File: config.mk
export PLATFORM = sky130hd
export DESIGN_NAME = dlgdc_bank
export DESIGN_NICKNAME = d
export VERILOG_FILES = /design/src/dlgdc_pkg.sv /design/src/dlgdc_path_if.sv /design/src/dlgdc_damping.sv /design/src/dlgdc_gain.sv /design/src/dlgdc_bank.sv
export SDC_FILE = /design/constraint.sdc
export NUM_CORES = 1
export LEC_CHECK = 0
export CAP_MARGIN = 20
export CORE_MARGIN = 4
export CORE_UTILIZATION = 40
export DETAILED_ROUTE_END_ITERATION = 6
export DONT_BUFFER_PORTS = 1
export PLACE_DENSITY = 0.56
export SLEW_MARGIN = 20
export SYNTH_ARGS = -nofsm -noshare
export SYNTH_HDL_FRONTEND = slang
export SYNTH_SLANG_ARGS = --single-unit
File: constraint.sdc
create_clock -name clock -period 2.68 [get_ports clock]
set_input_delay 0.268 -clock clock [delete_from_list [all_inputs] [get_ports clock]]
set_output_delay 0.268 -clock clock [all_outputs]
set_load 0.05 [all_outputs]
File: src/dlgdc_pkg.sv
// constants and types for the dpll gain and damping configuration bank
package dlgdc_pkg;
    // register addresses
    localparam logic [7:0] ADDR_AUX_GAIN_DAMPING = 8'h6a;
    localparam logic [7:0] ADDR_SYS_GAIN_DAMPING = 8'h6b;
    localparam logic [7:0] ADDR_AUX_PD_GAIN = 8'h6c;
    localparam logic [7:0] ADDR_SYS_PD_GAIN = 8'h6d;
    // reset values
    localparam logic [7:0] RST_GAIN_DAMPING = 8'h13;
    localparam logic [7:0] RST_PD_GAIN = 8'hc2;
    // writable bits, the rest read as zero
    localparam logic [7:0] MASK_GAIN_DAMPING = 8'h77;
    localparam logic [7:0] MASK_PD_GAIN = 8'hf7;
    // field positions
    localparam int DAMPING_CODE_LSB = 0;
    localparam int GA8K_LSB = 4;
    localparam int GA_LSB = 4;
    localparam int GD_LSB = 0;
    localparam int EN_BIT = 7;
    localparam int FIELD_W = 3;
    // damping codes
    localparam logic [2:0] DAMPING_CODE_CODE_1 = 3'h1;
    localparam logic [2:0] DAMPING_CODE_CODE_2 = 3'h2;
    localparam logic [2:0] DAMPING_CODE_CODE_3 = 3'h3;
    localparam logic [2:0] DAMPING_CODE_CODE_4 = 3'h4;
    localparam logic [2:0] DAMPING_CODE_CODE_5 = 3'h5;
    // system bandwidth codes
    localparam logic [4:0] SYS_BW_4HZ = 5'h0d;
    localparam logic [4:0] SYS_BW_8HZ = 5'h0e;
    localparam logic [4:0] SYS_BW_18HZ = 5'h0f;
    localparam logic [4:0] SYS_BW_35HZ = 5'h10;
    localparam logic [4:0] SYS_BW_70HZ = 5'h11;
    // auxiliary bandwidth codes
    localparam logic [1:0] AUX_BW_18HZ = 2'h0;
    localparam logic [1:0] AUX_BW_35HZ = 2'h1;
    localparam logic [1:0] AUX_BW_70HZ = 2'h2;
    // system output frequency codes that set the feedback mode
    localparam logic [2:0] SYS_FREQ_DIGITAL = 3'h0;
    localparam logic [2:0] SYS_FREQ_ANALOG = 3'h1;
    localparam logic [2:0] GAIN_OFF = 3'h0;

    typedef enum logic [2:0] {
        DF_1P2 = 3'h0,
        DF_2P5 = 3'h1,
        DF_5 = 3'h2,
        DF_10 = 3'h3,
        DF_20 = 3'h4
    } dlgdc_df_t;

    typedef enum logic [2:0] {
        BW_LE4 = 3'h0,
        BW_8 = 3'h1,
        BW_18 = 3'h2,
        BW_35 = 3'h3,
        BW_70 = 3'h4
    } dlgdc_bw_t;
endpackage

File: src/dlgdc_path_if.sv
// per-path bundle between the register bank and its lookup modules
`timescale 1ns/1ps
interface dlgdc_path_if;
    import dlgdc_pkg::*;
    logic [2:0] damping_code_code;
    dlgdc_bw_t bw;
    logic pd2_en;
    logic analog;
    logic lowrate;
    logic [2:0] ga8k;
    logic [2:0] ga;
    logic [2:0] gd;
    dlgdc_df_t damping_code;
    logic [2:0] gain;
    logic active;
    modport bank (output damping_code_code, bw, pd2_en, analog, lowrate, ga8k, ga,
        gd, input damping_code, gain, active);
    modport dmp (input damping_code_code, bw, output damping_code);
    modport gan (input pd2_en, analog, lowrate, ga8k, ga, gd,
        output gain, active);
endinterface

File: src/dlgdc_damping.sv
// damping factor lookup from code and bandwidth column
`timescale 1ns/1ps
module dlgdc_damping
    import dlgdc_pkg::*;
(
    // path bundle
    dlgdc_path_if.dmp p
);
    always_comb begin
        case (p.damping_code_code)
            DAMPING_CODE_CODE_1: begin
                case (p.bw)
                    BW_LE4: p.damping_code = DF_5;
                    BW_8: p.damping_code = DF_2P5;
                    default: p.damping_code = DF_1P2;
                endcase
            end
            DAMPING_CODE_CODE_2: begin
                if (p.bw == BW_LE4 || p.bw == BW_8) begin
                    p.damping_code = DF_5;
                end else begin
                    p.damping_code = DF_2P5;
                end
            end
            DAMPING_CODE_CODE_4: begin
                if (p.bw == BW_35 || p.bw == BW_70) begin
                    p.damping_code = DF_10;
                end else begin
                    p.damping_code = DF_5;
                end
            end
            DAMPING_CODE_CODE_5: begin
                case (p.bw)
                    BW_35: p.damping_code = DF_10;
                    BW_70: p.damping_code = DF_20;
                    default: p.damping_code = DF_5;
                endcase
            end
            default: p.damping_code = DF_5;
        endcase
    end
endmodule

File: src/dlgdc_gain.sv
// phase detector 2 gain selection from feedback mode and input rate
`timescale 1ns/1ps
module dlgdc_gain
    import dlgdc_pkg::*;
(
    // path bundle
    dlgdc_path_if.gan p
);
    always_comb begin
        p.active = p.pd2_en;
        if (!p.pd2_en) begin
            p.gain = GAIN_OFF;
        end else if (!p.analog) begin
            p.gain = p.gd;
        end else if (p.lowrate) begin
            p.gain = p.ga8k;
        end else begin
            p.gain = p.ga;
        end
    end
endmodule

File: src/dlgdc_bank.sv
// gain and damping register bank for the system and auxiliary dplls
`timescale 1ns/1ps
module dlgdc_bank
    import dlgdc_pkg::*;
(
    // clock and reset
    input wire logic clock,
    input wire logic nrst,
    // processor register port
    input wire logic [7:0] reg_addr,
    input wire logic [7:0] reg_wdata,
    input wire logic reg_wr,
    input wire logic reg_rd,
    output logic [7:0] reg_rdata,
    // loop settings from other registers
    input wire logic [1:0] aux_loop_bandwidth,
    input wire logic [4:0] system_acquire_bandwidth,
    input wire logic [4:0] system_locked_bandwidth,
    input wire logic system_acquire_active,
    input wire logic [2:0] system_output_freq_select,
    input wire logic aux_digital_feedback_select,
    input wire logic system_input_lowrate,
    input wire logic aux_input_lowrate,
    // system path results
    output logic [2:0] sys_damping_factor,
    output logic sys_analog_feedback,
    output logic sys_pd2_active,
    output logic [2:0] sys_pd2_gain,
    // auxiliary path results
    output logic [2:0] aux_damping_factor,
    output logic aux_analog_feedback,
    output logic aux_pd2_active,
    output logic [2:0] aux_pd2_gain
);
    logic [7:0] aux_gd_q, aux_gd_d;
    logic [7:0] sys_gd_q, sys_gd_d;
    logic [7:0] aux_pg_q, aux_pg_d;
    logic [7:0] sys_pg_q, sys_pg_d;
    logic [7:0] rdata_q, rdata_d;
    logic [2:0] sys_df_q, sys_df_d, aux_df_q, aux_df_d;
    logic [2:0] sys_gain_q, sys_gain_d, aux_gain_q, aux_gain_d;
    logic sys_an_q, sys_an_d, aux_an_q, aux_an_d;
    logic sys_act_q, sys_act_d, aux_act_q, aux_act_d;
    logic [4:0] sys_bw_code;
    dlgdc_bw_t sys_bw, aux_bw;
    logic sys_analog;

    dlgdc_path_if sys_p ();
    dlgdc_path_if aux_p ();

    dlgdc_damping u_sys_damping_code (.p(sys_p.dmp));
    dlgdc_damping u_aux_damping_code (.p(aux_p.dmp));
    dlgdc_gain u_sys_gain (.p(sys_p.gan));
    dlgdc_gain u_aux_gain (.p(aux_p.gan));

    // register writes and reads
    always_comb begin
        aux_gd_d = aux_gd_q;
        sys_gd_d = sys_gd_q;
        aux_pg_d = aux_pg_q;
        sys_pg_d = sys_pg_q;
        rdata_d = rdata_q;
        if (reg_wr) begin
            case (reg_addr)
                ADDR_AUX_GAIN_DAMPING:
                    aux_gd_d = reg_wdata & MASK_GAIN_DAMPING;
                ADDR_SYS_GAIN_DAMPING:
                    sys_gd_d = reg_wdata & MASK_GAIN_DAMPING;
                ADDR_AUX_PD_GAIN: aux_pg_d = reg_wdata & MASK_PD_GAIN;
                ADDR_SYS_PD_GAIN: sys_pg_d = reg_wdata & MASK_PD_GAIN;
                default: ;
            endcase
        end
        if (reg_rd) begin
            case (reg_addr)
                ADDR_AUX_GAIN_DAMPING: rdata_d = aux_gd_q;
                ADDR_SYS_GAIN_DAMPING: rdata_d = sys_gd_q;
                ADDR_AUX_PD_GAIN: rdata_d = aux_pg_q;
                ADDR_SYS_PD_GAIN: rdata_d = sys_pg_q;
                default: rdata_d = 8'h00;
            endcase
        end
    end

    always_ff @(posedge clock or negedge nrst) begin
        if (!nrst) begin
            aux_gd_q <= RST_GAIN_DAMPING;
            sys_gd_q <= RST_GAIN_DAMPING;
            aux_pg_q <= RST_PD_GAIN;
            sys_pg_q <= RST_PD_GAIN;
            rdata_q <= 8'h00;
        end else begin
            aux_gd_q <= aux_gd_d;
            sys_gd_q <= sys_gd_d;
            aux_pg_q <= aux_pg_d;
            sys_pg_q <= sys_pg_d;
            rdata_q <= rdata_d;
        end
    end

    // bandwidth columns and feedback modes
    always_comb begin
        sys_bw_code = system_acquire_active ? system_acquire_bandwidth
            : system_locked_bandwidth;
        if (sys_bw_code <= SYS_BW_4HZ) begin
            sys_bw = BW_LE4;
        end else if (sys_bw_code == SYS_BW_8HZ) begin
            sys_bw = BW_8;
        end else if (sys_bw_code == SYS_BW_18HZ) begin
            sys_bw = BW_18;
        end else if (sys_bw_code == SYS_BW_35HZ) begin
            sys_bw = BW_35;
        end else begin
            sys_bw = BW_70;
        end
        case (aux_loop_bandwidth)
            AUX_BW_35HZ: aux_bw = BW_35;
            AUX_BW_70HZ: aux_bw = BW_70;
            default: aux_bw = BW_18;
        endcase
        sys_analog = (system_output_freq_select == SYS_FREQ_ANALOG);
    end

    // system and auxiliary path bundles
    assign sys_p.damping_code_code = sys_gd_q[DAMPING_CODE_LSB +: FIELD_W];
    assign sys_p.bw = sys_bw;
    assign sys_p.pd2_en = sys_pg_q[EN_BIT];
    assign sys_p.analog = sys_analog;
    assign sys_p.lowrate = system_input_lowrate;
    assign sys_p.ga8k = sys_gd_q[GA8K_LSB +: FIELD_W];
    assign sys_p.ga = sys_pg_q[GA_LSB +: FIELD_W];
    assign sys_p.gd = sys_pg_q[GD_LSB +: FIELD_W];
    assign aux_p.analog = !aux_digital_feedback_select;
    assign aux_p.damping_code_code = aux_gd_q[DAMPING_CODE_LSB +: FIELD_W];
    assign aux_p.bw = aux_bw;
    assign aux_p.pd2_en = aux_pg_q[EN_BIT];
    assign aux_p.lowrate = aux_input_lowrate;
    assign aux_p.ga8k = aux_gd_q[GA8K_LSB +: FIELD_W];
    assign aux_p.ga = aux_pg_q[GA_LSB +: FIELD_W];
    assign aux_p.gd = aux_pg_q[GD_LSB +: FIELD_W];

    // registered results
    always_comb begin
        sys_df_d = sys_p.damping_code;
        aux_df_d = aux_p.damping_code;
        sys_gain_d = sys_p.gain;
        aux_gain_d = aux_p.gain;
        sys_act_d = sys_p.active;
        aux_act_d = aux_p.active;
        sys_an_d = sys_p.analog;
        aux_an_d = aux_p.analog;
    end

    always_ff @(posedge clock or negedge nrst) begin
        if (!nrst) begin
            sys_df_q <= DF_5;
            aux_df_q <= DF_5;
            sys_gain_q <= GAIN_OFF;
            aux_gain_q <= GAIN_OFF;
            sys_act_q <= 1'b0;
            aux_act_q <= 1'b0;
            sys_an_q <= 1'b0;
            aux_an_q <= 1'b0;
        end else begin
            sys_df_q <= sys_df_d;
            aux_df_q <= aux_df_d;
            sys_gain_q <= sys_gain_d;
            aux_gain_q <= aux_gain_d;
            sys_act_q <= sys_act_d;
            aux_act_q <= aux_act_d;
            sys_an_q <= sys_an_d;
            aux_an_q <= aux_an_d;
        end
    end

    assign reg_rdata = rdata_q;
    assign sys_damping_factor = sys_df_q;
    assign aux_damping_factor = aux_df_q;
    assign sys_pd2_gain = sys_gain_q;
    assign aux_pd2_gain = aux_gain_q;
    assign sys_pd2_active = sys_act_q;
    assign aux_pd2_active = aux_act_q;
    assign sys_analog_feedback = sys_an_q;
    assign aux_analog_feedback = aux_an_q;
endmodule

; ---- Yosys cells after proc, flatten, opt, wreduce, memory -nomap -nowiden
; Cells that the tools add are included.
[totals]
register_bits = 50
latchBits = 0
ramBits = 0
rom_bits = 0
output_inout_bits = 24
wordCells = 72
n_memories = 0
[classes]
n_addsub = 0
multipliers = 0
div = 0
n_lt_le_gt_ge = 1
eq_ne = 24
shift = 0
muxes = 23
bitwise = 0
reduce_logical = 11
[op_table]
columns = cell, count
row1 = $eq 8x7->1 const B, 4
row2 = $pmux 8 s4, 1
row3 = $mux 3, 10
row4 = $pmux 3 s4, 2
row5 = $eq 3x3->1 const B, 6
row6 = $pmux 3 s2, 3
row7 = $eq 3x1->1 const B, 5
row8 = $eq 3x2->1 const B, 4
row9 = $eq 5x4->1 const B, 2
row10 = $pmux 2 s2, 2
row11 = $reduce_and 2->1, 4
row12 = $logic_not 3->1, 2
row13 = $eq 5x5->1 const B, 1
row14 = $le 5x4->1 const B, 1
row15 = $mux 5, 1
row16 = $logic_or 1x1->1, 4
row17 = $mux 2, 2
row18 = $eq 2x1->1 const B, 1
row19 = $eq 2x2->1 const B, 1
row20 = $mux 1, 2
row21 = $logic_not 1->1, 1

; ---- Logic depth before layout (Yosys ltp)
; Gate-level depths: netlist of the first run.
[depth]
depth_word = 10
ltp_mapped = 6
mapped_depth_nobuf = 6

; ---- By module
; A second synthesis of the first run with hierarchy kept.
[hier_totals]
cells_unflattened = 199
area_unflattened_um2 = 2506.2
[modules_own_cells]
columns = mod, n_inst, cells_per_inst, area_each_um2, seq_area_each_um2
row1 = dlgdc_bank, 1, 149, 2170.8, 1243.7
row2 = dlgdc_damping, 2, 15, 100.1, 0.0
row3 = dlgdc_gain, 2, 10, 67.6, 0.0

; ---- Worst setup path before layout of the first run
; Ideal clock, no wire load.
[synth_timing]
kind = in2reg
start = in reg_addr[0]
end = reg aux_pg_q[0]
arrival_time_ns = 1.218
required_time_ns = 2.555
slack_ns = 1.337
stages = 4
path_buffers = 1
cell_sequence = buf_6 -> nor3b_1 -> nand2_2 -> mux2_2
[synth_between]
elab_chain_cells = 2
[synth_lines]
columns = item, line
row1 = from (decl), dlgdc_bank.sv:10  ; input wire logic [7:0] reg_addr,
row2 = $eq 8x7->1, dlgdc_bank.sv:64  ; case (reg_addr)
row3 = $reduce_and 2->1 (no line), --
row4 = to (signal assigned), dlgdc_bank.sv:95  ; aux_pg_q <= aux_pg_d;
row5 = to (decl), dlgdc_bank.sv:37  ; logic [7:0] aux_pg_q, aux_pg_d;
; No other way between the ends.
; A chain may end at the register's enable or synchronous reset.

; ---- Final worst setup path of the first run
[layout_timing]
start = reg sys_gd_q[0]
end = reg sys_df_q[2] (netlist: sys_damping_factor[2])
[layout_between]
elab_chain_cells = 2
[layout_lines]
columns = item, line
row1 = from (decl), dlgdc_bank.sv:36  ; logic [7:0] sys_gd_q, sys_gd_d;
row2 = from (signal assigned), dlgdc_bank.sv:94  ; sys_gd_q <= sys_gd_d;
row3 = "$eq 3x3->1, or another cell as far along", dlgdc_damping.sv:10  ; case (p.damping_code_code)
row4 = $pmux 3 s4 *, dlgdc_damping.sv:10
row5 = net sys_df_d[2], dlgdc_bank.sv:40  ; logic [2:0] sys_df_q, sys_df_d, aux_df_q, aux_df_d;
row6 = to (signal assigned), dlgdc_bank.sv:165  ; sys_df_q <= sys_df_d;
row7 = to (decl), dlgdc_bank.sv:40
; The timed path passes the listed nets; every way through them passes the cells marked *.

==> results.cfg, run 1 <==
[worst_hold_path]
min_from = reg_rd
holdPathEnd = reg_rdata[5]
holdPathStages = 1
hold_path_class = primary input to flop

[sta]
fin_hold_ws_ps = 63.5
maxSlewViolCount = 0
worst_pin_slew_ps = 788
skew_ps = 4.43
max_slew_margin_pct = 47.4
setup_viol = 0
period_minus_slack_ps = 1300
hold_viol = 0
period_share_pct = 48.6
setup_tns_ps = 0
max_freq_mhz = 768
grt_setup_unrepaired = false

[cts]
clock_latency_ps = 290
cts_tree = done
clockRootBuffer = clkbuf_8
cts.clk_slew.worst_paths_ps = 80
post_cts_resized = 0
clockBufferDepth = 2
cts_buffers = 5
cts-htree-levels = 2
cts_sinks = 49

[finish]
multi_input_area_um2 = 1030
postLayoutCellArea_um2 = 2540
layout_commonest_cell = dfrtp_1
layout-drive-gt1-share_pct = 29.8
antenna_cells = 0
area_delta_synth_final_pct = 8.16
num-fill-cells = 532
nets = 233
ff_latch_area_um2 = 1240
final_cell_mix = dfrtp_1 (35), mux2_2 (29), dfstp_2 (14), inv_1 (12), mux2i_1 (9)
final_core_util_pct = 45.2

[global_route]
antenna_found_initial = 0
overflow = 0
grt_max_degree = 50
grt_pass1_vias = 1599
grtUsageTotal_pct = 14.6
grt_pass1_wl_um = 8310

[placement]
port_buffers = 0
dpl-instance-area_um2 = 2410
dp_hpwl_um = 3930
gp_congestion = 0.766

[die]
fp.coreArea_um2 = 5610
start_util_pct = 41.8
io_pins = 63
die_h_um = 84.6
die_width_um = 84.6
rows = 27
dieArea_um2 = 7150

[logic_synthesis]
yosys_warnings = 0
synth_nets = 228
synth.avg_cell_area_um2 = 12.7
ys_types = 37
ys_seq_area_share_pct = 53.0
synthesis.instances = 185
synth_area_um2 = 2340
synth-seq-cells = 49

[detailed_routing]
postRouteWirelength_um = 5070
drc = 0
vias = 1505
wire_per_inst_um = 19.3
dr.pass1.iters = 4
drt_iter0_drc = 102
ant_nets = 0
avgViaCountPerCell = 5.72

[setup_path]
timing.rr.start = sys_gd_q[0]
endpoint_kind = flop
crit_path_top_delay_cell = dfstp_2
reg2regPathDepth = 3
crit_fanout = 5
critical_path_arrival_ps = 1490
required_ps = 2860
reg2reg_to = sys_damping_factor[2]
cp_cell_sequence = o21ai_0 -> a21oi_1 -> nor4bb_1
reg2reg_setup_slack_ps = 1380
critical-path-top-delay-family = flip-flops
path_buf_inv = 0
critPathLaunchType = flop
critical_path_class = flop to flop
slowest_delay_ps = 570
startpoint = sys_gd_q[0]

[run_status]
status = finished, final reports clean

[job]
cap_violations = 0

[power]
power_density_nw_per_um2 = 537
power.leakage_nw = 1.21
vdd_drop_max_mv = 0.267
[metrics by stage]
stage | cells | worst slack, ps | total power [mW]
floorplan | 185 | 1340 | 0.914
global placement | 253 | 1200 | 0.925
detailed placement | 253 | 1190 | 0.931
CTS | 263 | 1390 | 1.38
global route | 263 | 1270 | 1.43
finish | 263 | 1380 | 1.36
[worst max path at each step]
stage | endpoint | slack, ps | cells past startpoint
2_1_floorplan | aux_pg_q[0] | 1340 | 4
5_1_grt | sys_damping_factor[2] | 1270 | 3
6_report | sys_damping_factor[2] | 1380 | 3
3_5_place_dp | aux_pg_q[2] | 1190 | 4
4_1_cts | sys_damping_factor[2] | 1390 | 3
3_3_place_gp | sys_pg_q[0] | 1200 | 4
[routing by layer]
layer / global-route usage (%) / routed length (um) / vias to the layer above
li1: - / - / 698
met1: 18.1 / 2150 / 755
met2: 24.4 / 2450 / 47
met3: 5.89 / 439 / 5
met4: 2.59 / 33 / 0
met5: 0 / 0 / -
[cells in the mapped netlist]
cell / instances / area (um^2)
nor2b_1: 5 / 31.3
o211ai_1: 1 / 7.51
a22o_1: 4 / 35.0
and3b_1: 1 / 8.76
o32ai_1: 2 / 17.5
o211a_1: 6 / 60.1
nand3b_4: 1 / 20.0
a22oi_1: 1 / 7.51
mux2_2: 29 / 327
nor2_1: 3 / 11.3
nor4bb_1: 1 / 10.0
conb_1: 1 / 3.75
inv_1: 12 / 45.0
a21oi_1: 5 / 25.0
nor3b_1: 5 / 37.5
nand2_2: 4 / 25.0
mux2i_1: 9 / 90.1
clkbuf_1: 2 / 7.51
nor4_1: 1 / 6.26
nand4b_1: 1 / 8.76
o22ai_1: 6 / 37.5
and3_1: 1 / 6.26
o21ba_2: 1 / 10.0
dfrtp_1: 35 / 876
buf_4: 1 / 7.51
a221oi_1: 8 / 70.1
nand2b_1: 4 / 25.0
buf_6: 1 / 11.3
a31oi_1: 1 / 6.26
nand4_1: 2 / 12.5
ha_1: 4 / 50.1
nand2_1: 8 / 30.0
dfstp_2: 14 / 368
nor4b_4: 1 / 23.8
o21ai_0: 2 / 10.0
or4_1: 1 / 7.51
o2bb2ai_1: 1 / 8.76
[area by class of cell]
type                            instances  share of cell area (%)
Clock buffer                            8                    3.55
Inverter                               12                    1.78
Multi-Input combinational cell        120                    40.6
Sequential cell                        49                    49.0
Tap cell                               72                    3.55
Timing Repair Buffer                    2                    1.48
[sequential cells by signal, indices dropped and copies added, names as in the netlist, 3 cells and up]
signal              cells
sys_pd2_gain            3
aux_pd2_gain            3
aux_pg_q                7
aux_gd_q                6
aux_damping_factor      3
sys_gd_q                6
sys_pg_q                7
reg_rdata               7
sys_damping_factor      3
[logic make-up after synthesis]
group	after synthesis	synth area share (%)
buffers and inverters	16	3.04
flip-flops	49	53.0
adder cells (fa/ha/maj)	4	2.13
multiplexers	38	17.8
AND/OR/NAND/NOR	39	11.3
other	1	0.160
AO/OA/AOI/OAI	38	12.6
[power breakdown]
group	leakage (nW)	switching, mW	total, mW	internal [mW]
registers	0.628	0.0553	0.831	0.775
logic	0.540	0.0551	0.106	0.0507
clock network	0.0455	0.216	0.427	0.210
[timing repair]
item	4_1_cts	5_1_grt
endpoints found under the hold margin	49	0
setup buffers	0	0
setup endpoints to repair	0	0
hold buffers	2	0
No activity file was read; power rests on OpenSTA's default activity.
==> inputs of run 2 (changes only) <==
==> constraint.sdc (replaced) <==
create_clock -name clock -period 1.2 [get_ports clock]
set_input_delay 0.12 -clock clock [delete_from_list [all_inputs] [get_ports clock]]
set_output_delay 0.12 -clock clock [all_outputs]
set_load 0.05 [all_outputs]
==> run 2 against run 1 <==
Against the previous run: sequential share of layout area decreased by 5.3 points; final cell count rose by 11%; routed wire length increased by 6.4%; worst setup slack worse by 1400 ps; register-to-register slack worse by 1400 ps; die area unchanged; global-route usage rose by 0.95 points; the flow now finishes with violations (negative hold slack, negative setup slack).
==> results.cfg, run 2 (same netlist as run 1, synthesis figures left out) <==
[run_status]
status = finished, violations left
violations = negative hold slack, negative setup slack

[sta]
skew_ps = 3.97
setup_viol = 2
max_slew_margin_pct = 64.6
fin_hold_ws_ps = -497
worst_pin_slew_ps = 516
period_minus_slack_ps = 1230
setup_tns_ps = -35.2
maxSlewViolCount = 0
setup_ws_ps = -25.4
period_share_pct = 102
grt_setup_unrepaired = true
hold_viol = 49
max_freq_mhz = 816

[placement]
place_ws_ps = -106
dp_cells = 269
dp_hpwl_um = 4040
port_buffers = 0
gp_congestion = 0.775
dpl-instance-area_um2 = 2530

[setup_path]
endpoint_kind = flop
timing.rr.start = sys_gd_q[0]
crit_fanout = 4
critical_path_arrival_ps = 1430
critical_path_class = flop to flop
critPathLaunchType = flop
slowest_delay_ps = 580
startpoint = sys_gd_q[0]
cp_cell_sequence = o21ai_0 -> a21oi_1 -> nor4bb_2
required_ps = 1400
crit_path_top_delay_cell = dfstp_2

[detailed_routing]
vias = 1631
drt_iter0_drc = 36
dr.pass1.iters = 4
avgViaCountPerCell = 5.60
drc = 0
ant_nets = 0
wire_per_inst_um = 18.5
postRouteWirelength_um = 5400

[finish]
num-fill-cells = 524
fin_cells = 291
nets = 261
postLayoutCellArea_um2 = 2850
area_delta_synth_final_pct = 21.3
final_core_util_pct = 50.7
final_cell_mix = dfrtp_1 (35), mux2_2 (29), buf_4 (21), dfstp_2 (14), inv_1 (12)
antenna_cells = 0
layout_commonest_cell = dfrtp_1
layout-drive-gt1-share_pct = 40.2

[die]
io_pins = 63
die_h_um = 84.6
dieArea_um2 = 7150
rows = 27
start_util_pct = 41.8
die_width_um = 84.6
fp.coreArea_um2 = 5610

[power]
power_density_nw_per_um2 = 1230
power.leakage_nw = 1.38
power.total_mw = 3.49
vdd_drop_max_mv = 0.785

[worst_hold_path]
hold_path_class = primary input to async pin

[cts]
cts_sinks = 49
clock_latency_ps = 300
cts_buffers = 5
cts_hold_buf = 9
cts_tree = done
clockBufferDepth = 2
clockRootBuffer = clkbuf_8
cts-htree-levels = 2
cts.clk_slew.worst_paths_ps = 90

[global_route]
overflow = 0
grt_max_degree = 50
grt_pass1_wl_um = 8870
antenna_found_initial = 0
grt_pass1_vias = 1725
grtUsageTotal_pct = 15.6

[job]
cap_violations = 0
==> run 2: cell types whose count changed in the layout (fill, tap and decap cells not counted), sizes merged <==
cell | before | now
buf | 1 | 21
bufinv | 0 | 2
clkinv | 0 | 1
clkbuf | 8 | 5
dlygate4sd3 | 1 | 9
==> run 2: cell type report <==
type	instances	area [um^2]	share of cell area, %
flip-flops and latches	49	1240	43.7
multi-input cells	120	1080	38.1
repair buffers	30	248	8.71
well taps	72	90.1	3.17
clock buffers	5	68.8	2.42
clock inverters	3	65.1	2.29
inverters	12	45.0	1.58
==> run 2: what timing repair did <==
action / CTS / global route
pin swaps: 2 / 0
buffers inserted: 4 / 1
resized for setup: 5 / 5
hold endpoints to repair: 83 / 49
endpoints found under the setup margin: 3 / 8
==> run 2: worst paths after layout <==
| path | endpoint | slack, ps | depth (start not counted) |
|---|---|---|---|
| min in group clock | sys_analog_feedback | 40 | 2 |
| hold / removal | reg_rdata[6] | -500 | 0 |
| max in group asynchronous | sys_pg_q[1] | 1510 | 0 |
| setup reg to reg | sys_damping_factor[2] | -30 | 3 |
| hold reg to reg | aux_pd2_active | 460 | 0 |
| setup / recovery | sys_damping_factor[2] | -30 | 3 |
==> run 2: per-layer routing <==
metal	up-vias	share of wire [%]	global-route usage, %
li1	748	-	-
met1	801	43	19.8
met2	70	47	24.8
met3	12	8.0	6.08
met4	0	1.4	4.17
met5	-	0	0
==> run 2: worst max-delay path, delay by kind of cell (launching register included) <==
kind,cells,cell delay (ps)
AO/OA/AOI/OAI,2,290
AND/OR/NAND/NOR,1,250
flip-flops,1,580
==> run 2: report_power, final <==
| part | switching (mW) | internal (mW) |
|---|---|---|
| sequential | 0.119 | 1.73 |
| combinational | 0.130 | 0.152 |
| clock | 0.534 | 0.827 |
| total | 0.782 | 2.71 |
==> inputs of run 3 (changes only) <==
--- a/config.mk
+++ b/config.mk
@@ -7,10 +7,10 @@
 export LEC_CHECK = 0
 export CAP_MARGIN = 20
 export CORE_MARGIN = 4
-export CORE_UTILIZATION = 40
+export CORE_UTILIZATION = 39
 export DETAILED_ROUTE_END_ITERATION = 6
 export DONT_BUFFER_PORTS = 1
-export PLACE_DENSITY = 0.56
+export PLACE_DENSITY = 0.55
 export SLEW_MARGIN = 20
 export SYNTH_ARGS = -nofsm -noshare
 export SYNTH_HDL_FRONTEND = slang
==> run 3 against run 2 <==
Against the previous run: the flow still finishes with violations (negative hold slack, negative setup slack); clock power shrank 31%; die area grew 2.3%; flip-flop and latch count did not move; hold slack improved by 5.3 ps; clock skew is 0.56 ps lower; final cell count fell by 0.34%; routed wire length is essentially flat; largest cell class unchanged.
==> results.cfg, run 3 (same netlist as run 1, synthesis figures left out) <==
[run_status]
status = finished, violations left
violations = negative hold slack, negative setup slack

[sta]
maxSlewViolCount = 0
max_slew_margin_pct = 66.8
worst_pin_slew_ps = 497
hold_viol = 49
fin_hold_ws_ps = -491
period_minus_slack_ps = 1200
setup_ws_ps = -0.0462
grt_setup_unrepaired = true
period_share_pct = 100
max_freq_mhz = 833
skew_ps = 3.41
setup_viol = 1

[setup_path]
reg2regPathDepth = 4
reg2reg_to = sys_damping_factor[1]
timing.rr.start = sys_gd_q[0]
endpoint_kind = flop
reg2reg_setup_slack_ps = -0.05
crit_path_top_delay_cell = dfstp_2
slowest_delay_ps = 590
critical_path_class = flop to flop
cp_cell_sequence = nand2b_4 -> a22o_1 -> a221oi_2 -> a21oi_1
critical_path_arrival_ps = 1420
critPathLaunchType = flop
crit_fanout = 5
required_ps = 1420

[power]
power.total_mw = 3.06
vdd_drop_max_mv = 0.607
power_density_nw_per_um2 = 1100
power.leakage_nw = 1.35

[cts]
cts_hold_buf = 9
cts.clk_slew.worst_paths_ps = 80
clockRootBuffer = clkbuf_8
cts-htree-levels = 2
clock_latency_ps = 290
clockBufferDepth = 2
cts_tree = done
cts_sinks = 49
cts_buffers = 5

[finish]
num-fill-cells = 517
final_cell_mix = dfrtp_1 (35), mux2_2 (29), buf_4 (20), dfstp_2 (14), inv_1 (12)
layout_commonest_cell = dfrtp_1
postLayoutCellArea_um2 = 2800
layout-drive-gt1-share_pct = 39.9
antenna_cells = 0
nets = 260
area_delta_synth_final_pct = 19.3

[detailed_routing]
avgViaCountPerCell = 5.64
wire_per_inst_um = 18.6
drc = 0
postRouteWirelength_um = 5390
ant_nets = 0
drt_iter0_drc = 106
dr.pass1.iters = 4
vias = 1637

[worst_hold_path]
hold_path_class = primary input to async pin

[global_route]
antenna_found_initial = 0
grt_max_degree = 50
grt_pass1_wl_um = 8650
grt_pass1_vias = 1714
overflow = 0
grtUsageTotal_pct = 15.0

[die]
start_util_pct = 41.3
rows = 27
dieArea_um2 = 7320
io_pins = 63
fp.coreArea_um2 = 5680
die_h_um = 85.5
die_width_um = 85.5

[placement]
dp_hpwl_um = 3960
port_buffers = 0
dpl-instance-area_um2 = 2520
gp_congestion = 0.813

[job]
cap_violations = 0
run 3: cell types whose count changed in the layout (fill, tap and decap cells not counted), sizes merged:
cell / previous run / this run
clkinvlp: 0 / 1
clkinv: 1 / 0
bufinv: 2 / 0
buf: 21 / 20
clkbuf: 5 / 7
run 3: final cells by class:
class | count | area, um^2 | share of cell area (%)
flip-flops and latches | 49 | 1240 | 44.5
multi-input cells | 120 | 1090 | 39.1
repair buffers | 29 | 240 | 8.59
well taps | 72 | 90.1 | 3.22
clock buffers | 7 | 76.3 | 2.73
inverters | 12 | 45.0 | 1.61
clock inverters | 1 | 7.51 | 0.268
run 3: how the worst max path moves through the flow:
stage,endpoint,cells after the start,start,slack [ps]
floorplan,aux_pg_q[0],4,reg_addr[0],5
global placement,sys_pg_q[4],5,reg_addr[4],-50
detailed placement,reg_rdata[5],4,reg_addr[4],-70
CTS,sys_damping_factor[1],4,sys_gd_q[0],0.8
global route,sys_damping_factor[1],4,sys_gd_q[0],-30
finish,sys_damping_factor[1],4,sys_gd_q[0],-0.05
run 3: what timing repair did:
item | in CTS | in global routing
resized for setup | 4 | 9
endpoints found under the setup margin | 3 | 9
pin swaps | 1 | 2
endpoints found under the hold margin | 83 | 49
setup buffers | 1 | 4
run 3: where the power goes:
part	switching, mW	internal (mW)
sequential	0.124	1.73
combinational	0.124	0.151
clock	0.519	0.413
run 3: critical path: cells and delay by family (launching register included):
| family | cells | cell delay, ps |
|---|---|---|
| simple gates | 1 | 60 |
| compound gates | 3 | 480 |
| flops | 1 | 590 |
run 3: through the flow:
| stage | util [%] | worst slack (ps) | TNS (ps) | hold slack (ps) | cells |
|---|---|---|---|---|---|
| 6_report | 49.3 | -0.0462 | -0.0462 | -491 | 290 |
| 5_1_grt | 49.3 | -27.0 | -43.7 | -519 | 290 |
| 4_1_cts | 48.0 | 0.762 | 0 | -503 | 286 |
| 3_5_place_dp | 44.4 | -65.8 | -951 | -174 | 268 |
| 3_3_place_gp | 44.4 | -49.4 | -586 | -174 | 268 |
| 2_1_floorplan | - | 5.20 | 0 | -176 | 185 |
run 3: per-layer routing:
metal / vias up / global-route usage [%] / part of all wire [%]
li1: 749 / - / -
met2: 61 / 23.9 / 48
met5: - / 0 / 0
met1: 822 / 19.4 / 42
met3: 5 / 5.57 / 9.0
met4: 0 / 4.03 / 0.89
